## src/eps_map.svh

```systemverilog
// Constants for the word programming sequencer.
// Operation
// Program pulse is one 100 us low strobe.
// Start at address zero with programming supplies.
// First pass: one pulse per word, no verify.
// Then verify and reprogram from address zero.
// On mismatch, up to 10 pulses, verify each.
// Still wrong after 10 pulses: part failed.
// Verified word advances address until all checked.
// Lower supplies, re-read all, declare result.
// Identification word: upper byte zero, selected by line.
// Core supply on first, off last.
// Identification: strobes low, id line high voltage; the code holds program_strobe_n high, only chip_sel_n and out_en_n go low.
// Pulse drives data; verify lets device drive.
`ifndef EPS_MAP_SVH
`define EPS_MAP_SVH
`define EPS_CLK_MHZ 200
`define EPS_PULSE_US 100
`define EPS_PULSE_CYC (`EPS_PULSE_US * `EPS_CLK_MHZ)
`define EPS_SETUP_US 2
`define EPS_SETUP_CYC (`EPS_SETUP_US * `EPS_CLK_MHZ)
`define EPS_READ_NS 150
`define EPS_READ_CYC ((`EPS_READ_NS * `EPS_CLK_MHZ + 999) / 1000)
`define EPS_MAX_RETRY 10
`endif

```

## src/eps_pkg.sv

```systemverilog
// Types for the word programming sequencer.
package eps_pkg;
  typedef enum logic [3:0] {
    EPS_IDLE = 4'h0,
    EPS_VCC_UP = 4'h1,
    EPS_VPP_UP = 4'h2,
    EPS_P1_SET = 4'h3,
    EPS_P1_PULSE = 4'h4,
    EPS_VF_SET = 4'h5,
    EPS_VF_READ = 4'h6,
    EPS_VF_PULSE = 4'h7,
    EPS_VPP_DN = 4'h8,
    EPS_VCC_DN = 4'h9,
    EPS_FR_READ = 4'hA,
    EPS_ID_READ = 4'hB,
    EPS_DONE = 4'hC
  } eps_state_t;
endpackage

```

## src/eps_tmr_if.sv

```systemverilog
// Timer request and expiry signals between sequencer and timer.
`timescale 1ns/1ps
interface eps_tmr_if #(parameter int CW = 16);
  logic load;
  logic [CW-1:0] count;
  logic expired;
  modport ctl (output load, output count, input expired);
  modport tmr (input load, input count, output expired);
endinterface

```

## src/eps_timer.sv

```systemverilog
// Down counter that times pulses, setups and read access.
`timescale 1ns/1ps
module eps_timer #(parameter int CW = 16) (
  input wire logic core_clk,
  input wire logic rstn,
  eps_tmr_if.tmr t
);
  logic [CW-1:0] cnt;
  logic [CW-1:0] next_cnt;
  logic next_exp;
  logic exp_q;
  assign t.expired = exp_q;
  always_comb begin
    next_cnt = cnt;
    next_exp = 1'b0;
    if (t.load) begin
      next_cnt = t.count;
    end else if (cnt != '0) begin
      next_cnt = cnt - 1'b1;
      next_exp = (cnt == {{(CW-1){1'b0}}, 1'b1});
    end
  end
  always_ff @(posedge core_clk or negedge rstn) begin
    if (!rstn) begin
      cnt <= '0;
      exp_q <= 1'b0;
    end else begin
      cnt <= next_cnt;
      exp_q <= next_exp;
    end
  end
endmodule

```

## src/eps_programmer.sv

```systemverilog
// Programmer that drives the one-time memory through its pins.
`timescale 1ns/1ps
`include "eps_map.svh"
module eps_programmer #(
  parameter int AW = 16,
  parameter int DW = 16,
  parameter int PULSE_CYC = `EPS_PULSE_CYC,
  parameter int SETUP_CYC = `EPS_SETUP_CYC,
  parameter int READ_CYC = `EPS_READ_CYC,
  parameter int MAX_RETRY = `EPS_MAX_RETRY
) (
  input wire logic core_clk,
  input wire logic rstn,
  input wire logic start,
  input wire logic id_start,
  input wire logic id_sel,
  input wire logic [AW-1:0] last_addr,
  input wire logic [DW-1:0] src_data,
  input wire logic [DW-1:0] dev_data_in,
  output logic [AW-1:0] addr,
  output logic [DW-1:0] dev_data_out,
  output logic dev_data_oe,
  output logic chip_sel_n,
  output logic out_en_n,
  output logic program_strobe_n,
  output logic vcc_prog,
  output logic vpp_prog,
  output logic id_mode_line,
  output logic busy,
  output logic done,
  output logic pass,
  output logic [DW-1:0] id_word
);
  localparam int CW = 16;
  eps_tmr_if #(.CW(CW)) tif ();
  eps_timer #(.CW(CW)) u_tmr (.core_clk(core_clk), .rstn(rstn), .t(tif));
  eps_pkg::eps_state_t st, next_st;
  logic [AW-1:0] next_addr;
  logic [DW-1:0] next_dout, next_idw;
  logic next_oe, next_cs_n, next_oe_n, next_pgm_n, next_vcc, next_vpp, next_idl;
  logic next_busy, next_done, next_pass;
  logic [3:0] retry, next_retry;
  logic fail, next_fail;
  logic ld;
  logic [CW-1:0] ldc;
  assign tif.load = ld;
  assign tif.count = ldc;
  always_comb begin
    next_st = st;
    next_addr = addr;
    next_dout = dev_data_out;
    next_idw = id_word;
    next_oe = dev_data_oe;
    next_cs_n = chip_sel_n;
    next_oe_n = out_en_n;
    next_pgm_n = program_strobe_n;
    next_vcc = vcc_prog;
    next_vpp = vpp_prog;
    next_idl = id_mode_line;
    next_busy = busy;
    next_done = done;
    next_pass = pass;
    next_retry = retry;
    next_fail = fail;
    ld = 1'b0;
    ldc = CW'(SETUP_CYC);
    case (st)
      eps_pkg::EPS_IDLE: begin
        if (start) begin
          next_busy = 1'b1;
          next_done = 1'b0;
          next_pass = 1'b0;
          next_fail = 1'b0;
          next_addr = '0;
          next_vcc = 1'b1;
          ld = 1'b1;
          next_st = eps_pkg::EPS_VCC_UP;
        end else if (id_start) begin
          next_busy = 1'b1;
          next_done = 1'b0;
          next_addr = {{(AW-1){1'b0}}, id_sel};
          next_idl = 1'b1;
          next_cs_n = 1'b0;
          next_oe_n = 1'b0;
          ld = 1'b1;
          ldc = CW'(SETUP_CYC);
          next_st = eps_pkg::EPS_ID_READ;
        end
      end
      eps_pkg::EPS_VCC_UP: begin
        if (tif.expired) begin
          next_vpp = 1'b1;
          ld = 1'b1;
          next_st = eps_pkg::EPS_VPP_UP;
        end
      end
      eps_pkg::EPS_VPP_UP: begin
        if (tif.expired) begin
          next_cs_n = 1'b0;
          next_oe_n = 1'b1;
          next_dout = src_data;
          next_oe = 1'b1;
          ld = 1'b1;
          next_st = eps_pkg::EPS_P1_SET;
        end
      end
      eps_pkg::EPS_P1_SET: begin
        // Data follows the new address one cycle late, well inside the setup wait.
        next_dout = src_data;
        if (tif.expired) begin
          next_pgm_n = 1'b0;
          ld = 1'b1;
          ldc = CW'(PULSE_CYC);
          next_st = eps_pkg::EPS_P1_PULSE;
        end
      end
      eps_pkg::EPS_P1_PULSE: begin
        if (tif.expired) begin
          next_pgm_n = 1'b1;
          ld = 1'b1;
          if (addr == last_addr) begin
            next_addr = '0;
            next_oe = 1'b0;
            next_retry = '0;
            next_st = eps_pkg::EPS_VF_SET;
          end else begin
            next_addr = addr + 1'b1;
            next_st = eps_pkg::EPS_P1_SET;
          end
        end
      end
      eps_pkg::EPS_VF_SET: begin
        if (tif.expired) begin
          next_oe_n = 1'b0;
          ld = 1'b1;
          ldc = CW'(READ_CYC);
          next_st = eps_pkg::EPS_VF_READ;
        end
      end
      eps_pkg::EPS_VF_READ: begin
        if (tif.expired) begin
          next_oe_n = 1'b1;
          ld = 1'b1;
          if (dev_data_in == src_data) begin
            next_retry = '0;
            if (addr == last_addr) begin
              next_vpp = 1'b0;
              next_st = eps_pkg::EPS_VPP_DN;
            end else begin
              next_addr = addr + 1'b1;
              next_st = eps_pkg::EPS_VF_SET;
            end
          end else if (retry == 4'(MAX_RETRY)) begin
            next_fail = 1'b1;
            next_vpp = 1'b0;
            next_st = eps_pkg::EPS_VPP_DN;
          end else begin
            next_retry = retry + 4'h1;
            next_dout = src_data;
            next_oe = 1'b1;
            next_st = eps_pkg::EPS_VF_PULSE;
          end
        end
      end
      eps_pkg::EPS_VF_PULSE: begin
        // A pulse is preceded by one setup wait with output enable high.
        if (tif.expired && program_strobe_n) begin
          next_pgm_n = 1'b0;
          ld = 1'b1;
          ldc = CW'(PULSE_CYC);
        end else if (tif.expired) begin
          next_pgm_n = 1'b1;
          next_oe = 1'b0;
          ld = 1'b1;
          next_st = eps_pkg::EPS_VF_SET;
        end
      end
      eps_pkg::EPS_VPP_DN: begin
        if (tif.expired) begin
          next_vcc = 1'b0;
          ld = 1'b1;
          next_st = eps_pkg::EPS_VCC_DN;
        end
      end
      eps_pkg::EPS_VCC_DN: begin
        if (tif.expired) begin
          if (fail) begin
            next_cs_n = 1'b1;
            next_busy = 1'b0;
            next_done = 1'b1;
            next_pass = 1'b0;
            next_st = eps_pkg::EPS_DONE;
          end else begin
            next_addr = '0;
            next_oe_n = 1'b0;
            ld = 1'b1;
            ldc = CW'(READ_CYC);
            next_pass = 1'b1;
            next_st = eps_pkg::EPS_FR_READ;
          end
        end
      end
      eps_pkg::EPS_FR_READ: begin
        if (tif.expired) begin
          ld = 1'b1;
          ldc = CW'(READ_CYC);
          if (dev_data_in != src_data) begin
            next_pass = 1'b0;
          end
          if (addr == last_addr) begin
            next_oe_n = 1'b1;
            next_cs_n = 1'b1;
            next_busy = 1'b0;
            next_done = 1'b1;
            ld = 1'b0;
            next_st = eps_pkg::EPS_DONE;
          end else begin
            next_addr = addr + 1'b1;
          end
        end
      end
      eps_pkg::EPS_ID_READ: begin
        if (tif.expired) begin
          // The device clears the upper byte; it is masked here as well.
          next_idw = {8'h00, dev_data_in[7:0]};
          next_idl = 1'b0;
          next_oe_n = 1'b1;
          next_cs_n = 1'b1;
          next_busy = 1'b0;
          next_done = 1'b1;
          next_st = eps_pkg::EPS_DONE;
        end
      end
      eps_pkg::EPS_DONE: begin
        next_done = 1'b0;
        next_st = eps_pkg::EPS_IDLE;
      end
      default: begin
        next_st = eps_pkg::EPS_IDLE;
      end
    endcase
  end
  always_ff @(posedge core_clk or negedge rstn) begin
    if (!rstn) begin
      st <= eps_pkg::EPS_IDLE;
      addr <= '0;
      dev_data_out <= '0;
      id_word <= '0;
      dev_data_oe <= 1'b0;
      chip_sel_n <= 1'b1;
      out_en_n <= 1'b1;
      program_strobe_n <= 1'b1;
      vcc_prog <= 1'b0;
      vpp_prog <= 1'b0;
      id_mode_line <= 1'b0;
      busy <= 1'b0;
      done <= 1'b0;
      pass <= 1'b0;
      retry <= 4'h0;
      fail <= 1'b0;
    end else begin
      st <= next_st;
      addr <= next_addr;
      dev_data_out <= next_dout;
      id_word <= next_idw;
      dev_data_oe <= next_oe;
      chip_sel_n <= next_cs_n;
      out_en_n <= next_oe_n;
      program_strobe_n <= next_pgm_n;
      vcc_prog <= next_vcc;
      vpp_prog <= next_vpp;
      id_mode_line <= next_idl;
      busy <= next_busy;
      done <= next_done;
      pass <= next_pass;
      retry <= next_retry;
      fail <= next_fail;
    end
  end
endmodule

```

## config.mk

```make
export PLATFORM = sky130hd
export DESIGN_NAME = eps_programmer
export DESIGN_NICKNAME = d
export VERILOG_FILES = /design/src/eps_pkg.sv /design/src/eps_tmr_if.sv /design/src/eps_timer.sv /design/src/eps_programmer.sv
export VERILOG_INCLUDE_DIRS = /design/src
export SDC_FILE = /design/constraint.sdc
export NUM_CORES = 1
export LEC_CHECK = 0
export BUFFER_PORTS_ARGS = -buffer_cell sky130_fd_sc_hd__buf_2
export CAP_MARGIN = 40
export CORE_ASPECT_RATIO = 0.6
export CORE_MARGIN = 2
export CORE_UTILIZATION = 40
export CTS_BUF_LIST = sky130_fd_sc_hd__clkbuf_4 sky130_fd_sc_hd__clkbuf_8
export DETAILED_ROUTE_END_ITERATION = 10
export PLACE_DENSITY_LB_ADDON = 0.15
export SLEW_MARGIN = 20
export SYNTH_ARGS = -nofsm -noshare
export SYNTH_HDL_FRONTEND = slang
export SYNTH_SLANG_ARGS = --single-unit
```

## constraint.sdc

```tcl
create_clock -name core_clk -period 5.95 [get_ports core_clk]
set_clock_uncertainty 0.1 [all_clocks]
set_input_delay 1.19 -clock core_clk [delete_from_list [all_inputs] [get_ports core_clk]]
set_output_delay 1.19 -clock core_clk [all_outputs]
set_load 0.05 [all_outputs]
```

Word-level counts from Yosys, hierarchy flattened

Index checks and enable logic that the tools add are counted.

Multiplexer cells: 108
Reductions and logical operators: 37
Add/subtract/negate cells: 3
Eq/ne operators: 46

Operators by type and width:

| operator                                           | count |
|---|---|
| two-way mux 16 bit                                 | 16 |
| two-way mux 4 bit                                  | 23 |
| one-hot mux 16 bit (5 select lines)                | 1 |
| one-hot mux 15 bit (4 select lines)                | 1 |
| one-hot mux 16 bit (3 select lines)                | 1 |
| one-hot mux 4 bit (12 select lines)                | 1 |
| two-way mux 1 bit                                  | 45 |
| == test 16 bit                                     | 2 |
| two-way mux 15 bit                                 | 2 |
| two-way mux 9 bit                                  | 3 |
| AND reduction 9 bit                                | 3 |
| != test 2 bit, second input constant               | 13 |
| AND reduction 5 bit                                | 5 |
| == test 4 bit, second input constant               | 6 |
| != test 2 x 1 -> 1 bit, second input constant      | 12 |
| one-hot mux 1 bit (5 select lines)                 | 4 |
| nonzero test 5 bit                                 | 4 |
| adder 16 x 1 -> 16 bit, second input constant      | 1 |
| == test 16 x 1 -> 1 bit, second input constant     | 1 |
| == test 4 x 3 -> 1 bit, second input constant      | 4 |
| != test 16 bit                                     | 1 |
| nonzero test 16 bit                                | 1 |
| subtractor 16 x 1 -> 16 bit, second input constant | 1 |
| AND reduction 14 bit                               | 1 |
| other kinds (22)                                   | 42 |

Output and inout bits: 58
Bits of input ports: 53
Word-level logic and storage cells: 212
Register bits: 76

Depth between registers and ports, before layout

Gate-level depths: netlist of the first run.

Depth in word-level cells: 5
Gate-level depth with buffers: 9
Mapped depth without buffers: 7

By module

Synthesis of the first run repeated with hierarchy kept, for this count alone.

Cell total of the unflattened synthesis: 523
Area total of the unflattened synthesis: 4867.2 um2

By module, submodules not included:

| module         | times used | area an instance (um2) | sequential area each (um2) | cells an instance |
|---|---|---|---|---|
| eps_programmer | 1          | 3773.6                 | 1480.2                     | 408 |
| eps_timer      | 1          | 1093.5                 | 425.4                      | 115 |

Worst setup path before layout of the first run

OpenSTA, ideal clock, no wires.

Kind: input-to-reg
Start: in src_data[12]
End: reg addr[14]
Path buffers: 0
Slack: 2.816 ns
Setup time: 0.079 ns
Data required time: 5.771 ns
Cell stages on the path: 6
Arrival time: 2.955 ns
Path through: xnor2_1 nand4_1 nor4_4 o211ai_1 a2111oi_0 mux2i_1

Longest elaborated chain between the ends: 3

RTL lines:

| what                                 | line                  | text |
|---|---|---|
| from (decl)                          | eps_programmer.sv:18  | `input wire logic [DW-1:0] src_data,` |
| == test 16 bit                       | eps_programmer.sv:144 | `if (dev_data_in == src_data) begin` |
| != test 2 bit (no source line)       | -                     |  |
| AND reduction 8 bit (no source line) | -                     |  |
| to (signal assigned)                 | eps_programmer.sv:263 | `addr <= next_addr;` |
| to (decl)                            | eps_programmer.sv:20  | `output logic [AW-1:0] addr,` |

No other way between the ends.
A chain may end at the register's enable or synchronous reset.

Worst setup path after layout of the first run

Start: in src_data[1]
End: reg addr[6]

Same word-level chain as after synthesis.

==> results of run 1 <==
-- path summary, 6_finish.rpt --
kind / slack (ns) / cells after the start / start / end
worst min register to register: 0.38 / 2 / done$_DFFE_PN0P_ / done$_DFFE_PN0P_
worst max-delay path: 2.55 / 8 / src_data[1] / addr[6]$_DFFE_PN0P_
min in group asynchronous: 0.69 / 1 / rstn / id_word[1]$_DFFE_PN0P_
max in group asynchronous: 4.38 / 2 / rstn / chip_sel_n$_DFFE_PN1P_
worst min-delay path: 0.38 / 2 / done$_DFFE_PN0P_ / done$_DFFE_PN0P_
worst max register to register: 2.97 / 6 / st[2]$_DFFE_PN0P_ / addr[6]$_DFFE_PN0P_
-- flip-flops by register name, indices dropped and copies added, names as in the netlist, 4 cells and up --
name / flops
addr: 16
dev_data_out: 16
id_word: 8
retry: 4
st: 4
u_tmr.cnt: 16
-- synthesized netlist by cell type (3+ instances only) --
library cell,number,area [µm²]
o21ai_0,28,140
a2111oi_0,7,61.3
inv_1,25,93.8
dfstp_2,3,78.8
clkbuf_1,25,93.8
mux2i_1,12,120
xor2_1,23,201
nand3_1,8,40.0
or3_1,9,56.3
xnor2_1,22,193
and3_1,4,25.0
nand4_1,9,56.3
nand2b_1,3,18.8
o2bb2ai_1,10,87.6
or4_4,3,33.8
a2bb2oi_1,7,61.3
a211oi_1,3,22.5
buf_4,9,67.6
o21bai_1,5,37.5
a31oi_1,4,25.0
and2_1,5,31.3
buf_2,4,20.0
nor2b_1,6,37.5
o211ai_1,3,22.5
o21a_1,4,30.0
nor4_1,15,93.8
mux2_2,27,304
nand2_1,33,124
nor3_1,16,80.1
ha_1,8,100
a21oi_1,27,135
a221oi_1,10,87.6
nor2_1,40,150
dfrtp_1,73,1830
-- routing by layer --
layer	share of wire	wire, µm	vias up	GRT usage
li1	-	-	2106	-
met1	0.53	7070	2147	0.333
met2	0.39	5230	165	0.265
met3	0.075	1010	13	0.0533
met4	0.0096	129	0	0.0449
met5	0	0	-	0
-- critical path, delay by kind of cell --
kind / cells / cell delay (ns)
AO/OA/AOI/OAI: 3 / 1.10
AND/OR/NAND/NOR: 2 / 0.80
XOR/XNOR: 1 / 0.16
buffers and inverters: 2 / 0.34
-- power groups by stage --
stage	Combinational [mW]	Clock [mW]	Sequential, mW
5_1_grt	1.44	0.536	0.811
4_1_cts	1.33	0.512	0.787
6_report	1.34	0.501	0.789
3_3_place_gp	1.29	0	0.795
2_1_floorplan	0.754	0	1.04
3_5_place_dp	1.32	0	0.796
-- cell families (layout without fill, tap and decap cells) --
| kind of cell | Yosys count | count (layout) | synth area share |
|---|---|---|---|
| simple gates | 162 | 162 | 0.175 |
| compound gates | 131 | 131 | 0.188 |
| flops | 76 | 76 | 0.386 |
| buf+inv | 68 | 157 | 0.0611 |
| xor+xnor | 45 | 45 | 0.0799 |
| mux | 40 | 40 | 0.0883 |
| fa+ha+maj | 8 | 8 | 0.0203 |
| other cells | 1 | 8 | 0.000760 |
-- stage by stage --
step / cell area, µm² / hold slack [ns] / util / std cells / worst slack, ns
finish: 5840 / 0.381 / 0.486 / 792 / 2.55
global route: 5840 / 0.426 / 0.486 / 792 / 2.38
CTS: 5830 / 0.390 / 0.485 / 791 / 2.57
detailed placement: 5590 / 0.371 / 0.465 / 775 / 2.21
global placement: 5540 / 0.365 / 0.461 / 771 / 2.26
floorplan: 4960 / 0.391 / - / 538 / 2.82
-- area by class of cell --
cell class,count,area (µm²)
flip-flops and latches,76,1910
multi-input cells,394,2760
well taps,165,206
inverters,27,101
clock buffers,9,124
clock inverters,7,121
fillers,1176,6180
repair buffers,114,627
-- placed cells by master, fill, tap and decap left out, types with 3 or more instances in the layout --
cell,instances
a2111oi_0,7
a211oi_1,3
a21oi_1,27
a221oi_1,10
a2bb2oi_1,7
a31oi_1,4
and2_1,5
and3_1,4
buf_2,101
buf_4,8
bufinv_16,3
clkbuf_8,9
conb_1,8
dfrtp_1,73
dfstp_2,3
ha_1,8
inv_1,25
mux2_2,27
mux2i_1,12
nand2_1,33
nand2b_1,3
nand3_1,8
nand4_1,9
nor2_1,40
nor2b_1,6
nor3_1,16
nor4_1,15
o211ai_1,3
o21a_1,4
o21ai_0,28
o21bai_1,5
o2bb2ai_1,10
or3_1,9
or4_4,3
xnor2_1,22
xor2_1,23
==> impl_metrics.yaml, run 1 <==
synth:
  yosysWarnings: 0
  yosysUniqueCellTypes: 66
  synth_area_um2: 4930
  synth_seq_cells: 76
  synthArstFlopShare: 1.00
  ys.flop_type: "dfrtp_1"
  ys_seq_area_frac: 0.386
  synth_cells: 531
  synth_edf_count: 0
  syn_area_per_cell_um2: 9.29
global_route:
  grt_pass1_wl_um: 22000
  overflow: 0
  antenna_found_initial: 0
  grt_usage: 0.205
  grt_max_degree: 40
  grt_pass1_vias: 4071
critical_path:
  path_cells: "buf_2 -> xnor2_1 -> nand4_1 -> nor4_4 -> o211ai_1 -> buf_4 -> a211oi_2 -> a22o_1"
  crit_path_top_delay_cell: "a211oi_2"
  end_kind: "register"
  max_stage_delay_ns: 0.69
  path_class: "input port to register"
  cp_max_fo: 16
  cp-start-kind: "input port"
  crit_arrival_ns: 3.59
  required_ns: 6.14
pwr:
  p_seq_frac: 0.300
  pwr-share-comb: 0.510
  p_int_mw: 1.40
  vdd_drop_max_v: 0.000253
  power_density_nw_per_um2: 450
  switchingPower_mw: 1.23
  power_mw: 2.63
  leakagePower_nw: 2.58
  pwr-share-clk: 0.190
  p_sw_frac: 0.469
routing:
  wl_um: 13400
  postRouteAntennaNets: 0
  drc: 0
  viasPerCell: 5.59
  drt_pass1_iterations: 6
  route.vias.total: 4431
  wl_per_cell_um: 17.0
  drtIter0Drc: 424
finish:
  area_delta_synth_final_pct: 18.5
  diodes: 0
  nets: 683
  drive_above_1_share: 0.276
placed_design:
  gp_congestion: 0.865
  io_buffer_count: 102
  place_hpwl_um: 9850
die:
  io_pins: 111
  core_area_um2: 12000
  rows: 31
  dieHeight_um: 90.0
  start_util: 0.410
  die_area_um2: 13300
  die_x_um: 147
cts:
  cts_tree: "done"
  post_cts_buffers: 0
  clk_path_buf_depth: 2
  clock_latency_ns: 0.36
  cts_sinks: 76
  cts_resized: 0
  cts_made_buffers: 9
  cts-root-buf: "clkbuf_8"
  path_clk_slew_ns: 0.08
  hold_buffers: 0
  ctsHtreeMaxLevel: 3
sta:
  rsz0062_at_grt: "no"
  period_needed_ns: 3.40
  drv_slew: 0
  setup_viol: 0
  finalHoldViolations: 0
  worst_slew_pin_slew_ns: 0.831
  tns_ns: 0
  period_share: 0.571
  relSlewSlack: 0.446
  fmax_mhz: 295
min_path:
  min_path_type: "register to register"
run_status:
  status: "finished, final reports clean"
run:
  maxCapViolations: 0
Note: power is estimated with default switching activity, not from simulation.
==> run 2: changes to the inputs <==
--- a/config.mk
+++ b/config.mk
@@ -6,6 +6,7 @@
 export SDC_FILE = /design/constraint.sdc
 export NUM_CORES = 1
 export LEC_CHECK = 0
+export ABC_AREA = 1
 export BUFFER_PORTS_ARGS = -buffer_cell sky130_fd_sc_hd__buf_2
 export CAP_MARGIN = 40
 export CORE_ASPECT_RATIO = 0.6
==> constraint.sdc (replaced) <==
create_clock -name core_clk -period 2.7 [get_ports core_clk]
set_clock_uncertainty 0.1 [all_clocks]
set_input_delay 0.54 -clock core_clk [delete_from_list [all_inputs] [get_ports core_clk]]
set_output_delay 0.54 -clock core_clk [all_outputs]
set_load 0.05 [all_outputs]
==> impl_metrics.yaml, run 2 <==
sta:
  rsz0062_at_grt: "no"
  timing.hold.ws_ns: 0.0522
  drv_slew: 0
  fmax_mhz: 405
  relSlewSlack: 0.620
  period_share: 0.916
  setup_viol: 0
  tns_ns: 0
  period_needed_ns: 2.47
  worst_slew_pin_slew_ns: 0.570
  finalHoldViolations: 0
die:
  core_area_um2: 12300
  die_x_um: 150
  start_util: 0.418
  io_pins: 111
  dieHeight_um: 91.6
  rows: 31
  die_area_um2: 13700
finish:
  final_common_cell: "nand2_1"
  area.sequential_um2: 1910
  drive_above_1_share: 0.163
  diodes: 0
  area_delta_synth_final_pct: 17.1
  nets: 940
  layout_common_cells: "nand2_1 (277), buf_2 (101), inv_1 (92)"
  fill_cells: 1285
  top_regs: "addr x16, dev_data_out x16, u_tmr.cnt x16"
  multi_input_area_um2: 2740
  finish.utilization: 0.489
critical_path:
  required_ns: 2.90
  crit_arrival_ns: 2.67
  path_cells: "inv_2 -> o21ai_0 -> nand2_1 -> nor2_1 -> nand4_1 -> a21oi_1 -> nand2_1 -> nand2_1"
  cp-start-kind: "register"
  crit_path_top_delay_cell: "dfrtp_1"
  end_kind: "register"
  critPathTopFamily: "compound AO/OA/AOI/OAI gates"
  critical_path_buf_inv_count: 1
  cp_max_fo: 17
  worst-r2r-setup-slack_ns: 0.23
  max_stage_delay_ns: 0.56
  path_class: "register to register"
  crit_path_frequent_cell: "nand2_1"
synth:
  syn_area_per_cell_um2: 6.63
  yosysTopAreaCell: "dfrtp_1"
  synth_seq_cells: 76
  yosysMostFrequentCell: "nand2_1"
  synth_area_um2: 5120
  synth_commonest_cells: "nand2_1 (277), inv_1 (92), nor2_1 (75)"
  synth_edf_count: 0
  yosysWarnings: 0
  synth_top_cell_area_share: 0.357
  synthArstFlopShare: 1.00
  synth_cells: 772
  ys_seq_area_frac: 0.372
  synthTopCellsByArea: "dfrtp_1 (36%), nand2_1 (20%), inv_1 (6.7%)"
  yosysUniqueCellTypes: 38
  ys.flop_type: "dfrtp_1"
placed_design:
  place_hpwl_um: 11600
  io_buffer_count: 102
  gp_congestion: 1.04
routing:
  route.vias.total: 5282
  drt_pass1_iterations: 5
  drc: 0
  drtIter0Drc: 479
  wl_um: 14800
  wl_per_cell_um: 14.1
  postRouteAntennaNets: 0
  viasPerCell: 5.04
global_route:
  grt_usage: 0.231
  grt_pass1_vias: 4916
  grt_max_degree: 40
  grt_pass1_wl_um: 25100
  overflow: 0
  antenna_found_initial: 0
cts:
  hold_buffers: 0
  clk_path_buf_depth: 2
  cts_resized: 0
  clock_latency_ns: 0.36
  cts_made_buffers: 9
  cts-root-buf: "clkbuf_8"
  ctsHtreeMaxLevel: 3
  cts_tree: "done"
  cts_sinks: 76
  path_clk_slew_ns: 0.09
  post_cts_buffers: 0
pwr:
  leakagePower_nw: 3.26
  vdd_drop_max_v: 0.000532
  power_density_nw_per_um2: 948
  power_mw: 5.68
min_path:
  min_path_type: "input port to asynchronous set/reset pin"
run:
  maxCapViolations: 0
run_status:
  status: "finished, final reports clean"
## run 2: logic make-up (layout without fill, tap and decap cells)
family,count (synthesis),count (layout),share of synthesized area
AND/OR/NAND/NOR,463,463,0.375
buffers and inverters,118,223,0.0980
flip-flops,76,76,0.372
AO/OA/AOI/OAI,72,72,0.0758
XOR/XNOR,34,34,0.0582
adder cells (fa/ha/maj),8,8,0.0196
other,1,8,0.000733
## run 2: metal layers
| metal | up-vias | global-route usage | wire length [µm] |
|---|---|---|---|
| li1 | 2626 | - | - |
| met1 | 2418 | 0.371 | 7900 |
| met2 | 231 | 0.305 | 5500 |
| met3 | 7 | 0.0677 | 1390 |
| met4 | 0 | 0.0307 | 49 |
| met5 | - | 0 | 0 |
## run 2: final timing paths
| kind | startpoint | to | cells after the start |
|---|---|---|---|
| min in group core_clk | dev_data_in[0] | id_word[0]$_DFFE_PN0P_ | 3 |
| min reg2reg | dev_data_out[7]$_DFFE_PN0P_ | dev_data_out[7]$_DFFE_PN0P_ | 2 |
| min | rstn | addr[14]$_DFFE_PN0P_ | 1 |
| max reg2reg | u_tmr.t.expired$_DFF_PN0_ | st[1]$_DFFE_PN0P_ | 8 |
| max | u_tmr.t.expired$_DFF_PN0_ | st[1]$_DFFE_PN0P_ | 8 |
| max in group asynchronous | rstn | out_en_n$_DFFE_PN1P_ | 2 |
## run 2: cell type report
| type | count | share of cell area |
|---|---|---|
| Sequential cell | 76 | 0.318 |
| Clock buffer | 10 | 0.0230 |
| Inverter | 97 | 0.0607 |
| Clock inverter | 6 | 0.00751 |
| Multi-Input combinational cell | 585 | 0.457 |
| Tap cell | 165 | 0.0344 |
| Timing Repair Buffer | 110 | 0.0998 |
## run 2: per-stage QoR
step / area (µm²) / worst slack [ns] / cells
floorplan: 5140 / 0.538 / 779
global placement: 5810 / 0.192 / 1033
detailed placement: 5810 / 0.173 / 1033
CTS: 5990 / 0.379 / 1049
global route: 5990 / 0.0768 / 1049
finish: 5990 / 0.228 / 1049
## run 2: power breakdown
group          internal [mW]  switching (mW)  leakage (nW)  total (mW)
clock network          0.368           0.473        0.0974       0.840
logic                  0.904            2.20          2.23        3.10
registers               1.46           0.283         0.928        1.74
total                   2.73            2.95          3.26        5.68
## run 2: worst reg2reg max path, cell delays in order, from the launching register on
cell	delay [ns]
dfrtp_1	0.56
inv_2	0.22
o21ai_0	0.48
nand2_1	0.12
nor2_1	0.18
nand4_1	0.25
a21oi_1	0.34
nand2_1	0.12
nand2_1	0.06
==> run 3: changes to the inputs <==
--- a/config.mk
+++ b/config.mk
@@ -7,13 +7,13 @@
 export NUM_CORES = 1
 export LEC_CHECK = 0
 export ABC_AREA = 1
-export BUFFER_PORTS_ARGS = -buffer_cell sky130_fd_sc_hd__buf_2
 export CAP_MARGIN = 40
 export CORE_ASPECT_RATIO = 0.6
-export CORE_MARGIN = 2
+export CORE_MARGIN = 5
 export CORE_UTILIZATION = 40
 export CTS_BUF_LIST = sky130_fd_sc_hd__clkbuf_4 sky130_fd_sc_hd__clkbuf_8
 export DETAILED_ROUTE_END_ITERATION = 10
+export DONT_BUFFER_PORTS = 1
 export PLACE_DENSITY_LB_ADDON = 0.15
 export SLEW_MARGIN = 20
 export SYNTH_ARGS = -nofsm -noshare
==> impl_metrics.yaml, run 3 (synthesized netlist as in run 2, its figures left out) <==
run_status:
  status: "finished, final reports clean"
critical_path:
  path_class: "register to register"
  crit_path_top_delay_cell: "dfrtp_1"
  worst-r2r-setup-slack_ns: 0.21
  r2r.worst_path.cells: 13
  cp_max_fo: 31
  end_kind: "register"
  r2r-start: "st[3]$_DFFE_PN0P_"
  crit_path_frequent_cell: "nand2_1"
  max_stage_delay_ns: 0.54
  rr_endpoint: "addr[10]$_DFFE_PN0P_"
  critical_path_buf_inv_count: 3
  cp-start-kind: "register"
  critical_path_depth: 13
  critPathTopFamily: "simple AND/OR/NAND/NOR gates"
  crit_arrival_ns: 2.64
  required_ns: 2.85
  path_cells: "nor2_1 -> nand2_2 -> nor2_1 -> nand2_1 -> nand2_1 -> nor4_2 -> buf_4 -> nand2_1 -> nor2_4 -> buf_12 -> inv_1 -> nand2_1 -> nand2_1"
sta:
  period_needed_ns: 2.49
  rsz0062_at_grt: "no"
  fmax_mhz: 402
  period_share: 0.922
  worst_slew_pin_slew_ns: 0.534
  tns_ns: 0
  timing.hold.ws_ns: 0.188
  finalHoldViolations: 0
  setup_viol: 0
  drv_slew: 0
  relSlewSlack: 0.644
run:
  maxCapViolations: 0
finish:
  fin_cells: 982
  nets: 868
  layout_common_cells: "nand2_1 (277), inv_1 (92), nor2_1 (75)"
  final_common_cell: "nand2_1"
  final_area_um2: 5760
  finish.utilization: 0.454
  drive_above_1_share: 0.0899
  diodes: 0
  top_regs: "addr x16, dev_data_out x16, u_tmr.cnt x16"
  fill_cells: 1346
  area_delta_synth_final_pct: 12.5
placed_design:
  gp_congestion: 0.965
  io_buffer_count: 0
  place_inst: 964
  place_hpwl_um: 11900
  post_dp_cell_area_um2: 5500
min_path:
  hold_path_depth: 2
  holdPathEnd: "id_word[7]$_DFFE_PN0P_"
  min_path_type: "input port to register"
  hp-start: "dev_data_in[7]"
global_route:
  overflow: 0
  antenna_found_initial: 0
  grt_usage: 0.202
  grt_pass1_vias: 4728
  grt_pass1_wl_um: 24900
  grt_max_degree: 77
cts:
  cts_made_buffers: 9
  path_clk_slew_ns: 0.08
  post_cts_buffers: 0
  clk_path_buf_depth: 2
  ctsHtreeMaxLevel: 3
  cts_sinks: 76
  cts-root-buf: "clkbuf_8"
  cts_tree: "done"
  clock_latency_ns: 0.37
pwr:
  leakagePower_nw: 3.00
  power_density_nw_per_um2: 1010
  vdd_drop_max_v: 0.000541
routing:
  wl_um: 15400
  wl_per_cell_um: 15.7
  drtIter0Drc: 396
  viasPerCell: 5.16
  drc: 0
  drt_pass1_iterations: 5
  route.vias.total: 5071
  postRouteAntennaNets: 0
die:
  rows: 32
  die_x_um: 156
  core_area_um2: 12700
  start_util: 0.403
  io_pins: 111
  die_area_um2: 15200
  dieHeight_um: 97.6
==> run 3: cell types whose count changed in the layout (fill, tap and decap cells not counted), sizes merged <==
cell / previous run / this run
buf: 110 / 37
bufinv: 0 / 1
dlygate4sd3: 0 / 1
inv: 99 / 98
==> run 3: timing repair <==
action	4_1_cts	5_1_grt
hold buffers	2	0
setup endpoints to repair	0	3
resized for setup	0	2
hold endpoints to repair	76	0
==> run 3: per-layer routing <==
metal  wire length, µm  GRT usage
met1              7380      0.310
met3              1940     0.0908
met5                 0          0
met2              5890      0.259
met4               176     0.0343
==> run 3: power breakdown <==
part           total (mW)  internal, mW  switching [mW]
clock network       0.928         0.460           0.468
registers            2.26          1.45           0.814
logic                2.60         0.890            1.71
==> run 3: worst max path at each step <==
stage / endpoint / slack (ns) / startpoint
2_1_floorplan: addr[12]$_DFFE_PN0P_ / 0.54 / addr[1]$_DFFE_PN0P_
3_3_place_gp: addr[1]$_DFFE_PN0P_ / 0.23 / st[3]$_DFFE_PN0P_
3_5_place_dp: addr[1]$_DFFE_PN0P_ / 0.27 / st[3]$_DFFE_PN0P_
4_1_cts: addr[1]$_DFFE_PN0P_ / 0.25 / st[3]$_DFFE_PN0P_
5_1_grt: addr[10]$_DFFE_PN0P_ / 0.03 / st[0]$_DFFE_PN0P_
6_report: addr[10]$_DFFE_PN0P_ / 0.21 / st[3]$_DFFE_PN0P_
==> run 3: cell type report <==
class                      count  area (µm²)  area share
multi-input combinational    585        2750       0.477
sequential                    76        1910       0.331
inverter                      97         364      0.0632
timing repair buffer          38         320      0.0556
tap                          170         213      0.0369
clock buffer                  10         138      0.0239
clock inverter                 6        70.1      0.0122
==> run 3: stage by stage <==
step	power (mW)	setup slack, ns
2_1_floorplan	4.04	0.538
3_3_place_gp	4.77	0.229
3_5_place_dp	4.77	0.275
4_1_cts	5.76	0.249
5_1_grt	6.26	0.0297
6_report	5.79	0.210
==> run 3: worst register-to-register path: stages (launching register included) <==
cell,delay (ns)
dfrtp_1,0.54
nor2_1,0.16
nand2_2,0.16
nor2_1,0.12
nand2_1,0.12
nand2_1,0.12
nor4_2,0.36
buf_4,0.17
nand2_1,0.07
nor2_4,0.11
buf_12,0.18
inv_1,0.08
nand2_1,0.06
nand2_1,0.05
